**src/hdl/hub_pins_pkg.sv**
```systemverilog
/*
 * constants for the hub strap / led / port power pin block.
 * assumes one 25 mhz clock and an axi4-lite register slave.
 */
package hub_pins_pkg;

   // ****************************************************************
   // sizes and types
   // ****************************************************************
   localparam int ADDR_W = 8;
   localparam int NPORTS = 7;
   typedef logic [NPORTS-1:0] port_mask_t;
   typedef enum logic {
      ST_SAMPLE = 1'b0,
      ST_HOLD   = 1'b1
   } strap_state_e;

   // ****************************************************************
   // register map
   // ****************************************************************
   localparam logic [ADDR_W-1:0] REG_CTRL   = 8'h00;
   localparam logic [ADDR_W-1:0] REG_STATUS = 8'h04;
   localparam logic [ADDR_W-1:0] REG_PORTS  = 8'h08;
   localparam int CTRL_LED_EN_BIT = 0;
   localparam logic CTRL_LED_EN_RESET = 1'h0;
   localparam int ST_DIS_LSB   = 0;
   localparam int ST_FIX_LSB   = 2;
   localparam int ST_POL_BIT   = 4;
   localparam int ST_DEF_BIT   = 5;
   localparam int ST_VBUS_BIT  = 6;
   localparam int ST_TAKEN_BIT = 7;
   localparam int PORTS_DIS_LSB = 0;
   localparam int PORTS_FIX_LSB = 8;
   localparam logic [1:0] RESP_OKAY   = 2'h0;
   localparam logic [1:0] RESP_SLVERR = 2'h2;

   // ****************************************************************
   // strap decode
   // ****************************************************************
   localparam logic [1:0] STRAP_NONE  = 2'h0;
   localparam logic [1:0] STRAP_ONE   = 2'h1;
   localparam logic [1:0] STRAP_TWO   = 2'h2;
   localparam logic [1:0] STRAP_THREE = 2'h3;
   localparam port_mask_t DIS_MASK_0 = 7'h00;
   localparam port_mask_t DIS_MASK_1 = 7'h40;
   localparam port_mask_t DIS_MASK_2 = 7'h60;
   localparam port_mask_t DIS_MASK_3 = 7'h70;
   localparam port_mask_t FIX_MASK_0 = 7'h00;
   localparam port_mask_t FIX_MASK_1 = 7'h01;
   localparam port_mask_t FIX_MASK_2 = 7'h03;
   localparam port_mask_t FIX_MASK_3 = 7'h07;
   localparam logic [3:0] SHARED_ALL = 4'hf;

endpackage

```
**src/hdl/hub_strap_led_port_power_pins.sv**
```systemverilog
/*
 * strap sampling, indicator led drive, vbus connect and port power
 * enables of a seven-port hub, with an axi4-lite register slave.
 * assumes all pin inputs are synchronous to clk; shared led pins
 * are two-way and resolved outside from out/oe.
 */
`timescale 1ns/10ps
module hub_strap_led_port_power_pins (
   input  wire logic                      clk,
   input  wire logic                      rst,
   input  wire logic                      upstream_vbus_sense,
   output logic                           upstreamPullupEnable,
   input  wire logic                      port_power_polarity_strap,
   output logic [hub_pins_pkg::NPORTS-1:0] port_power_enable,
   output logic [hub_pins_pkg::NPORTS-1:0] green_led_out,
   output logic [3:0]                     greenLedOe,
   input  wire logic [3:0]                greenLedIn,
   output logic [2:0]                     amber_led_out,
   input  wire logic                      useDefaultConfig,
   input  wire logic [hub_pins_pkg::NPORTS-1:0] portPowerReq,
   input  wire logic [hub_pins_pkg::NPORTS-1:0] greenLedReq,
   input  wire logic [2:0]                amberLedReq,
   output logic [hub_pins_pkg::NPORTS-1:0] portDisabled,
   output logic [hub_pins_pkg::NPORTS-1:0] portFixed,
   input  wire logic [hub_pins_pkg::ADDR_W-1:0] s_axi_awaddr,
   input  wire logic                      s_axi_awvalid,
   output logic                           s_axi_awready,
   input  wire logic [31:0]               s_axi_wdata,
   input  wire logic [3:0]                s_axi_wstrb,
   input  wire logic                      s_axi_wvalid,
   output logic                           s_axi_wready,
   output logic [1:0]                     s_axi_bresp,
   output logic                           s_axi_bvalid,
   input  wire logic                      s_axi_bready,
   input  wire logic [hub_pins_pkg::ADDR_W-1:0] s_axi_araddr,
   input  wire logic                      s_axi_arvalid,
   output logic                           s_axi_arready,
   output logic [31:0]                    s_axi_rdata,
   output logic [1:0]                     s_axi_rresp,
   output logic                           s_axi_rvalid,
   input  wire logic                      s_axi_rready
);
   import hub_pins_pkg::*;

   // ****************************************************************
   // functions
   // ****************************************************************
   function automatic port_mask_t disMask(input logic [1:0] s);
      case (s)
         STRAP_NONE:  disMask = DIS_MASK_0;
         STRAP_ONE:   disMask = DIS_MASK_1;
         STRAP_TWO:   disMask = DIS_MASK_2;
         STRAP_THREE: disMask = DIS_MASK_3;
         default:     disMask = DIS_MASK_0;
      endcase
   endfunction

   function automatic port_mask_t fixMask(input logic [1:0] s);
      case (s)
         STRAP_NONE:  fixMask = FIX_MASK_0;
         STRAP_ONE:   fixMask = FIX_MASK_1;
         STRAP_TWO:   fixMask = FIX_MASK_2;
         STRAP_THREE: fixMask = FIX_MASK_3;
         default:     fixMask = FIX_MASK_0;
      endcase
   endfunction

   function automatic logic regHit(input logic [ADDR_W-1:0] a,
                                   input logic [ADDR_W-1:0] r);
      regHit = (a == r);
   endfunction

   // ****************************************************************
   // strap capture
   // ****************************************************************
   strap_state_e strapState;
   logic [1:0]   disStrap;
   logic [1:0]   fixStrap;
   logic         polarityLatched;
   logic         defaultMode;
   logic         ledEnable;
   port_mask_t   powerOn;
   logic         polarityNow;
   logic         stHold;

   assign stHold = (strapState == ST_HOLD);

   // shared pins are released during reset so the board straps read
   always_ff @(posedge clk or posedge rst) begin
      if (rst) begin
         strapState      <= ST_SAMPLE;
         disStrap        <= STRAP_NONE;
         fixStrap        <= STRAP_NONE;
         polarityLatched <= 1'h0;
         defaultMode     <= 1'h0;
      end else begin
         case (strapState)
            ST_SAMPLE: begin
               polarityLatched <= port_power_polarity_strap;
               defaultMode     <= useDefaultConfig;
               if (useDefaultConfig) begin
                  disStrap <= greenLedIn[3:2];
                  fixStrap <= greenLedIn[1:0];
               end
               strapState <= ST_HOLD;
            end
            ST_HOLD: strapState <= ST_HOLD;
            default: strapState <= ST_SAMPLE;
         endcase
      end
   end

   // ****************************************************************
   // port status and power
   // ****************************************************************
   always_ff @(posedge clk or posedge rst) begin
      if (rst) begin
         portDisabled <= DIS_MASK_0;
         portFixed    <= FIX_MASK_0;
      end else begin
         portDisabled <= disMask(disStrap);
         portFixed    <= fixMask(fixStrap);
      end
   end

   always_ff @(posedge clk or posedge rst) begin
      if (rst) begin
         powerOn <= DIS_MASK_0;
      end else if (stHold) begin
         // decode straps directly so a disabled port never sees one powered cycle
         powerOn <= portPowerReq & ~disMask(disStrap);
      end
   end

   // the pin level, not a flop, sets polarity until the latch is taken
   assign polarityNow = stHold ? polarityLatched : port_power_polarity_strap;
   assign port_power_enable = polarityNow ? powerOn : ~powerOn;

   always_ff @(posedge clk or posedge rst) begin
      if (rst) begin
         upstreamPullupEnable <= 1'h0;
      end else begin
         upstreamPullupEnable <= upstream_vbus_sense;
      end
   end

   // ****************************************************************
   // indicator leds
   // ****************************************************************
   always_ff @(posedge clk or posedge rst) begin
      if (rst) begin
         green_led_out[6:4] <= 3'h7;
         amber_led_out      <= 3'h7;
      end else begin
         green_led_out[6:4] <= ~greenLedReq[6:4];
         amber_led_out      <= ~amberLedReq;
      end
   end

   logic [3:0] sharedPol;
   assign sharedPol = {disStrap, fixStrap};

   genvar g;
   generate
      for (g = 0; g < 4; g++) begin : g_shared
         always_ff @(posedge clk or posedge rst) begin
            if (rst) begin
               green_led_out[g] <= 1'h1;
               greenLedOe[g]    <= 1'h0;
            end else if (!stHold) begin
               green_led_out[g] <= 1'h1;
               greenLedOe[g]    <= 1'h0;
            end else if (defaultMode) begin
               // strap bit 1 means active low, 0 active high
               green_led_out[g] <= sharedPol[g] ? ~greenLedReq[g]
                                                : greenLedReq[g];
               greenLedOe[g]    <= 1'h1;
            end else begin
               green_led_out[g] <= ~greenLedReq[g];
               greenLedOe[g]    <= ledEnable;
            end
         end
      end
   endgenerate

   // ****************************************************************
   // axi4-lite write channel
   // ****************************************************************
   logic awGot;
   logic wGot;
   logic [ADDR_W-1:0] awAddr;
   logic [31:0] wData;
   logic [3:0]  wStrb;
   logic next_awGot;
   logic next_wGot;
   logic next_bvalid;
   logic doWrite;

   // address of the write being completed this cycle
   function automatic logic [ADDR_W-1:0] wAddrMux();
      wAddrMux = awGot ? awAddr : s_axi_awaddr;
   endfunction

   always_comb begin
      next_awGot  = awGot | (s_axi_awvalid & s_axi_awready);
      next_wGot   = wGot | (s_axi_wvalid & s_axi_wready);
      doWrite     = next_awGot & next_wGot & ~s_axi_bvalid;
      next_bvalid = doWrite | (s_axi_bvalid & ~s_axi_bready);
      if (doWrite) begin
         next_awGot = 1'h0;
         next_wGot  = 1'h0;
      end
   end

   always_ff @(posedge clk or posedge rst) begin
      if (rst) begin
         awGot         <= 1'h0;
         wGot          <= 1'h0;
         awAddr        <= REG_CTRL;
         wData         <= 32'h0;
         wStrb         <= 4'h0;
         s_axi_awready <= 1'h0;
         s_axi_wready  <= 1'h0;
         s_axi_bvalid  <= 1'h0;
         s_axi_bresp   <= RESP_OKAY;
      end else begin
         if (s_axi_awvalid && s_axi_awready) begin
            awAddr <= s_axi_awaddr;
         end
         if (s_axi_wvalid && s_axi_wready) begin
            wData <= s_axi_wdata;
            wStrb <= s_axi_wstrb;
         end
         awGot         <= next_awGot;
         wGot          <= next_wGot;
         s_axi_bvalid  <= next_bvalid;
         s_axi_awready <= ~next_awGot & ~next_bvalid;
         s_axi_wready  <= ~next_wGot & ~next_bvalid;
         if (doWrite) begin
            s_axi_bresp <= regHit(wAddrMux(), REG_CTRL) ? RESP_OKAY : RESP_SLVERR;
         end
      end
   end

   logic       wLane0;
   logic       wBit0;
   assign wLane0 = wGot ? wStrb[0] : s_axi_wstrb[0];
   assign wBit0  = wGot ? wData[CTRL_LED_EN_BIT] : s_axi_wdata[CTRL_LED_EN_BIT];

   always_ff @(posedge clk or posedge rst) begin
      if (rst) begin
         ledEnable <= CTRL_LED_EN_RESET;
      end else if (doWrite && wLane0 && regHit(wAddrMux(), REG_CTRL)) begin
         ledEnable <= wBit0;
      end
   end

   // ****************************************************************
   // axi4-lite read channel
   // ****************************************************************
   logic next_rvalid;
   logic rdTake;
   logic [31:0] rdWord;

   assign rdTake      = s_axi_arvalid & s_axi_arready;
   assign next_rvalid = rdTake | (s_axi_rvalid & ~s_axi_rready);

   always_comb begin
      rdWord = 32'h0;
      if (regHit(s_axi_araddr, REG_CTRL)) begin
         rdWord[CTRL_LED_EN_BIT] = ledEnable;
      end else if (regHit(s_axi_araddr, REG_STATUS)) begin
         rdWord[ST_DIS_LSB +: 2] = disStrap;
         rdWord[ST_FIX_LSB +: 2] = fixStrap;
         rdWord[ST_POL_BIT]      = polarityLatched;
         rdWord[ST_DEF_BIT]      = defaultMode;
         rdWord[ST_VBUS_BIT]     = upstreamPullupEnable;
         rdWord[ST_TAKEN_BIT]    = stHold;
      end else if (regHit(s_axi_araddr, REG_PORTS)) begin
         rdWord[PORTS_DIS_LSB +: NPORTS] = portDisabled;
         rdWord[PORTS_FIX_LSB +: NPORTS] = portFixed;
      end
   end

   always_ff @(posedge clk or posedge rst) begin
      if (rst) begin
         s_axi_arready <= 1'h0;
         s_axi_rvalid  <= 1'h0;
         s_axi_rdata   <= 32'h0;
         s_axi_rresp   <= RESP_OKAY;
      end else begin
         s_axi_arready <= ~next_rvalid;
         s_axi_rvalid  <= next_rvalid;
         if (rdTake) begin
            s_axi_rdata <= rdWord;
            s_axi_rresp <= (regHit(s_axi_araddr, REG_CTRL) ||
                            regHit(s_axi_araddr, REG_STATUS) ||
                            regHit(s_axi_araddr, REG_PORTS)) ? RESP_OKAY : RESP_SLVERR;
         end
      end
   end
endmodule // hub_strap_led_port_power_pins

```
**config.mk**
```make
export PLATFORM = sky130hd
export DESIGN_NAME = hub_strap_led_port_power_pins
export DESIGN_NICKNAME = d
export VERILOG_FILES = /design/src/hdl/hub_pins_pkg.sv /design/src/hdl/hub_strap_led_port_power_pins.sv
export SDC_FILE = /design/constraint.sdc
export NUM_CORES = 1
export LEC_CHECK = 0
export BUFFER_PORTS_ARGS = -buffer_cell sky130_fd_sc_hd__clkbuf_2
export CORE_ASPECT_RATIO = 2
export CORE_MARGIN = 2
export CORE_UTILIZATION = 45
export CTS_BUF_LIST = sky130_fd_sc_hd__clkbuf_4 sky130_fd_sc_hd__clkbuf_8
export DETAILED_ROUTE_END_ITERATION = 8
export GPL_TIMING_DRIVEN = 0
export PLACE_DENSITY_LB_ADDON = 0.05
export SYNTH_ARGS = -nofsm -noshare
export SYNTH_HDL_FRONTEND = slang
export SYNTH_SLANG_ARGS = --single-unit
export TNS_END_PERCENT = 20
```
**constraint.sdc**
```tcl
create_clock -name clk -period 4.3 [get_ports clk]
set_clock_uncertainty 0.15 [all_clocks]
set_input_delay 0.215 -clock clk [delete_from_list [all_inputs] [get_ports clk]]
set_output_delay 0.215 -clock clk [all_outputs]
set_load 0.01 [all_outputs]
```
==> results of run 1 <==
-- cell type report --
class / instances / area, um^2 / share of cell area
repair buffers: 131 / 851 / 0.211
clock buffers: 13 / 173 / 0.0429
clock inverters: 3 / 40.0 / 0.00994
well taps: 63 / 78.8 / 0.0196
inverters: 17 / 63.8 / 0.0158
flip-flops and latches: 63 / 1590 / 0.395
plain buffers: 39 / 275 / 0.0683
multi-input cells: 138 / 957 / 0.238
-- per-stage QoR --
step                power [W]  instances  area (um^2)
floorplan             0.00103        257         2890
global placement      0.00115        414         3430
global route          0.00181        467         4030
finish                0.00172        467         4030
detailed placement    0.00117        415         3450
CTS                   0.00173        467         4030
-- critical path, cell delays in order (launching register included) --
cell and delay (ns):
dfrtp_1 0.32, buf_2 0.24, mux2i_4 0.45, xor2_1 0.21, clkbuf_2 0.16
-- cell families after synthesis --
| logic type | count (synthesis) | synth area share |
|---|---|---|
| other cells | 2 | 0.00271 |
| compound gates | 24 | 0.0650 |
| buf+inv | 56 | 0.122 |
| simple gates | 48 | 0.106 |
| xor+xnor | 11 | 0.0347 |
| flops | 63 | 0.573 |
| mux | 23 | 0.0966 |
-- cell usage in the layout, fill, tap and decap left out, types with 2 or more instances in the layout --
master / n
dfstp_2: 10
clkbuf_2: 94
nor2b_1: 4
clkinv_2: 2
and2_1: 2
dfrtp_1: 53
or2_4: 2
nand3_1: 3
nor3_1: 3
xor2_1: 4
nor4_4: 2
a21oi_1: 4
clkbuf_8: 12
dlygate4sd3_1: 36
nand2b_1: 6
inv_1: 16
a22o_1: 8
nand2_1: 11
conb_1: 32
buf_4: 34
o21ai_0: 3
or2_2: 3
mux2i_1: 2
nor2_1: 7
o22ai_1: 3
clkbuf_1: 4
xnor2_1: 7
a222oi_1: 2
mux2_2: 19
-- power by group through the flow --
stage          clock [W]  sequential, W  combinational (W)
5_1_grt         0.000570       0.000799           0.000443
3_3_place_gp           0       0.000790           0.000362
3_5_place_dp           0       0.000794           0.000371
6_report        0.000539       0.000783           0.000396
4_1_cts         0.000548       0.000784           0.000399
2_1_floorplan          0       0.000794           0.000237
-- metal layers --
| metal | vias to the layer above | part of all wire |
|---|---|---|
| met5 | - | 0 |
| met4 | 0 | 0.025 |
| met3 | 11 | 0.061 |
| met2 | 79 | 0.58 |
| met1 | 994 | 0.33 |
| li1 | 1035 | - |
-- path summary, 6_finish.rpt --
path	end	depth (start not counted)
worst min-delay path	polarityLatched	3
worst max-delay path	port_power_enable[0]	4
worst min register to register	s_axi_rdata[0]	2
worst max register to register	ledEnable	4
max in group asynchronous	green_led_out[0]	4
min in group asynchronous	awAddr[7]	3
-- state kept, by name, summed over array words and instances, names as in the netlist, 2 cells and up --
signal and flops:
powerOn 7, portFixed 3, s_axi_rdata 11, fixStrap 2, green_led_out 7, amber_led_out 3, awAddr 8, disStrap 2
portDisabled 3
==> qor.yml, run 1 <==
yosysMostFrequentCell: "dfrtp_1"
cts_root_buffer: "clkbuf_8"
pwr-share-comb: 0.231
yosysWarnings: 0
seq_area_frac_synth: 0.573
nets: 482
drtIter0Drc: 28
dp_hpwl_um: 4390
postCtsSetupRepairBufs: 0
cp_data_required_time_ns: 3.93
grt_pass1_wl_um: 9400
crit_type: "flop to primary output"
drive_gt1_frac: 0.460
period_minus_slack_ns: 2.09
vias_per_cell: 4.54
num_antenna_cells: 0
hold_viol_final: 0
ir_drop_uv: 388
synth_area_mm2: 0.00277
drc: 0
antenna_left: 0
avgSynthCellArea_um2: 12.2
setup_viol: 0
dr.pass1.iters: 4
wirelength_um: 5940
fmax_ghz: 0.478
io_pins: 160
critPathCaptureType: "primary output"
period_share: 0.486
fin_util: 0.671
first_global_vias: 2092
vias: 2119
synthTopCellsByCount: "53 x dfrtp_1, 34 x buf_4, 19 x mux2_2"
leakage_nw: 2.12
routabilityCongestion: 0.782
synthTopCellsByArea: "dfrtp_1 48%, dfstp_2 9.5%, buf_4 9.2%, mux2_2 7.7%, a22o_1 2.5%"
startpoint: "stHold"
die_height_um: 115
clock_latency_ns: 0.34
fin_setup_tns_ns: 0
clkPwrFrac: 0.314
synth_seq_cells: 63
critPathLaunchType: "flop"
synth_edf_count: 0
hold_path_class: "primary input to flop"
ff2ff_setup_slack_ns: 2.54
grt_usage: 0.188
grt_use_met3: 0.0585
cts_buffer_depth: 2
holdWs_ns: 0.0623
cts_tree: "done"
cts.sinks: 63
use_met2: 0.341
r2r-start: "wGot"
overflow: 0
setup_ws_ns: 2.21
p_int_w: 0.00124
cts.repair.resized: 0
synth.distinct_cells: 37
netSwitchingFraction: 0.277
crit_arrival_ns: 1.73
core_mm2: 0.00601
synth_area_leader_cell: "dfrtp_1"
busiest_layer: "met2"
antenna_found_initial: 0
drv_slew: 0
synth.top_cell.area_share: 0.478
synth_flop_cell: "dfrtp_1"
rows: 40
fp.dieW_um: 59.5
dp_slack_ns: 2.55
area_growth_pct: 45.3
wire_per_inst_um: 12.7
die_area_mm2: 0.00684
power_density_mw_per_mm2: 427
status: "completed"
htreeDepth: 3
io_buffers: 94
cts_made_buffers: 9
crit_fanout: 10
start_util: 0.462
cap_violations: 0
holdBufCountCts: 36
clkTransAtPathRegs_ns: 0.07
ys_async_sr_fraction: 1.00
seqPwrFrac: 0.456
rsz0062_at_grt: "no"
power_switching_w: 0.000476
grt_max_degree: 45
use_met1: 0.184
min_from: "port_power_polarity_strap"
synthCells: 227
fill_cells: 493
Note: power is estimated with default switching activity, not from simulation.
==> run 2, diff against run 1 <==
- CORE_UTILIZATION: 45 -> 41
- clock period: 4.3 -> 1.9 ns (I/O delays scaled with it)
==> qor.yml, run 2 (synthesized netlist as in run 1, its figures left out) <==
worst-path-buf-inv: 3  # was 2
reg2reg_depth: 4  # unchanged
cap_violations: 0  # unchanged
period_minus_slack_ns: 1.79
dr.pass1.iters: 4  # unchanged
power_switching_w: 0.00110  # was 0.000476 W
p_int_w: 0.00316  # was 0.00124 W
io_buffers: 94  # unchanged
hold_depth: 4  # was 3
cts_made_buffers: 9  # unchanged
regMostFlops: "s_axi_rdata"  # unchanged
clkTransAtPathRegs_ns: 0.07  # about the same
cp_data_required_time_ns: 1.65  # was 3.93 ns
stdcell_area_mm2: 0.00421  # was 0.00403 mm^2
critPathSlowestCell: "dfrtp_1"  # was mux2i_4
rows: 42  # was 40
fin_setup_tns_ns: 0  # unchanged
drv_slew: 0  # unchanged
critPathLaunchType: "flop"  # unchanged
io_pins: 160  # unchanged
hold_viol_final: 0  # unchanged
drive_gt1_frac: 0.454  # was 0.460
drc: 0  # unchanged
hold_path_class: "primary input to flop"  # unchanged
wire_per_inst_um: 11.9  # was 12.7 um
r2r-start: "wGot"  # unchanged
total_power_w: 0.00426  # was 0.00172 W
die_area_mm2: 0.00748  # was 0.00684 mm^2
fmax_ghz: 0.558
num_antenna_cells: 0  # unchanged
dp_hpwl_um: 4390  # about the same
path_cells: "buf_6 > mux2i_4 > buf_12 > xor2_1 > clkbuf_2"  # was buf_2 > mux2i_4 > xor2_1 > clkbuf_2
top_regs: "s_axi_rdata (11), awAddr (8)"  # unchanged
layout_commonest_cell: "clkbuf_2"  # unchanged
cts_buffer_depth: 2  # unchanged
netSwitchingFraction: 0.258  # was 0.277
power_density_mw_per_mm2: 1010  # was 427 mW/mm^2
nets: 490  # was 482
antenna_found_initial: 0  # unchanged
vias: 2157  # was 2119
area_growth_pct: 51.7  # was 45.3%
ff2ff_setup_slack_ns: 0.14  # was 2.54 ns
grt_usage: 0.173  # was 0.188
ir_drop_uv: 943  # was 388 uV
largest_register_ffs: 11  # unchanged
vias_per_cell: 4.31  # was 4.54
post_dp_cell_area_mm2: 0.00349  # was 0.00345 mm^2
status: "completed"  # unchanged
htreeDepth: 3  # unchanged
leakage_nw: 2.17  # was 2.12 nW
seqPwrFrac: 0.415  # was 0.456
grt_max_degree: 43  # was 45
clock_latency_ns: 0.35  # was 0.34 ns
final_cell_mix: "94 x clkbuf_2, 53 x dfrtp_1, 43 x dlygate4sd3_1"  # was 94 x clkbuf_2, 53 x dfrtp_1, 36 x dlygate4sd3_1
min_delay_worst_endpoint: "s_axi_rdata[0]"  # was polarityLatched
clkPwrFrac: 0.360  # was 0.314
pwr-share-comb: 0.225  # was 0.231
crit_type: "flop to primary output"  # unchanged
period_share: 0.943
crit_family: "buffers and inverters"  # was multiplexers
drtIter0Drc: 59  # was 28
first_global_vias: 2168  # was 2092
die_height_um: 120  # was 115 um
rsz0062_at_grt: "no"  # unchanged
max_stage_delay_ns: 0.34  # was 0.45 ns
crit_arrival_ns: 1.55  # was 1.73 ns
setup_viol: 0  # unchanged
crit_fanout: 10  # unchanged
start_util: 0.422  # was 0.462
cts.sinks: 63  # unchanged
cts_tree: "done"  # unchanged
cts_root_buffer: "clkbuf_8"  # unchanged
min_from: "s_axi_araddr[4]"  # was port_power_polarity_strap
core_mm2: 0.00657  # was 0.00601 mm^2
routabilityCongestion: 0.730  # was 0.782
wirelength_um: 5960  # was 5940 um
grt_pass1_wl_um: 9860  # was 9400 um
antenna_left: 0  # unchanged
overflow: 0  # unchanged
reg2reg_to: "ledEnable"  # unchanged
fp.dieW_um: 62.2  # was 59.5 um
critPathCaptureType: "primary output"  # unchanged
[run 2: cell count changes in the layout (fill, tap and decap cells not counted)]
| cell | previous run | this run |
|---|---|---|
| buf_12 | 1 | 2 |
| buf_2 | 1 | 0 |
| buf_6 | 0 | 1 |
| bufinv_16 | 1 | 4 |
| clkbuf_8 | 12 | 9 |
| clkinv_2 | 2 | 1 |
| clkinvlp_4 | 0 | 1 |
| dlygate4sd3_1 | 36 | 43 |
[run 2: tightest hold or removal path: cells and delay by family]
kind / cells / cell delay, ns
simple gates: 2 / 0.27
compound gates: 1 / 0.06
buf+inv: 1 / 0.08
[run 2: worst max-delay path by stage]
stage	startpoint	endpoint	slack, ns	depth (start not counted)
after detailed placement	wGot	ledEnable	0.16	4
after global routing	stHold	port_power_enable[3]	0.02	5
after CTS	stHold	port_power_enable[3]	0.05	5
after floorplan	rst	awAddr[0]	0.10	1
final	stHold	port_power_enable[3]	0.11	5
after global placement	rst	powerOn[0]	-0.68	2
[run 2: area by class of cell]
type,instances,area [um^2]
Clock inverter,6,133
Inverter,17,63.8
Timing Repair Buffer,139,941
Clock buffer,10,131
Tap cell,88,110
Buffer,39,282
Multi-Input combinational cell,138,957
Sequential cell,63,1590
Fill cell,553,2360
[run 2: per-stage QoR]
step	hold slack [ns]	worst slack, ns	utilization	cells
2_1_floorplan	-0.0288	0.102	-	257
3_3_place_gp	0.0544	-0.683	0.528	439
3_5_place_dp	-0.0206	0.161	0.531	440
4_1_cts	0.0395	0.0475	0.640	500
5_1_grt	0.0663	0.0166	0.640	500
6_report	0.0522	0.108	0.640	500
[run 2: power groups by stage]
stage	sequential (W)	combinational, W	clock (W)
2_1_floorplan	0.00180	0.000536	0
3_5_place_dp	0.00179	0.000847	0
3_3_place_gp	0.00179	0.000825	0
4_1_cts	0.00177	0.000972	0.00157
6_report	0.00177	0.000960	0.00153
5_1_grt	0.00180	0.00106	0.00162
[run 2: what timing repair did]
action	in CTS	in global routing
hold buffers	43	0
endpoints found under the setup margin	7	1
gates resized for setup	1	1
hold endpoints to repair	63	0
buffers inserted	1	0
[run 2: per-layer routing]
layer  routed length [um]  track usage  part of all wire  vias to the layer above
met5                    0            0                 0                        -
met4                  170        0.108             0.029                        0
met3                  340       0.0409             0.057                       15
met2                 3330        0.317              0.56                       79
met1                 2120        0.173              0.36                     1012
li1                     -            -                 -                     1051
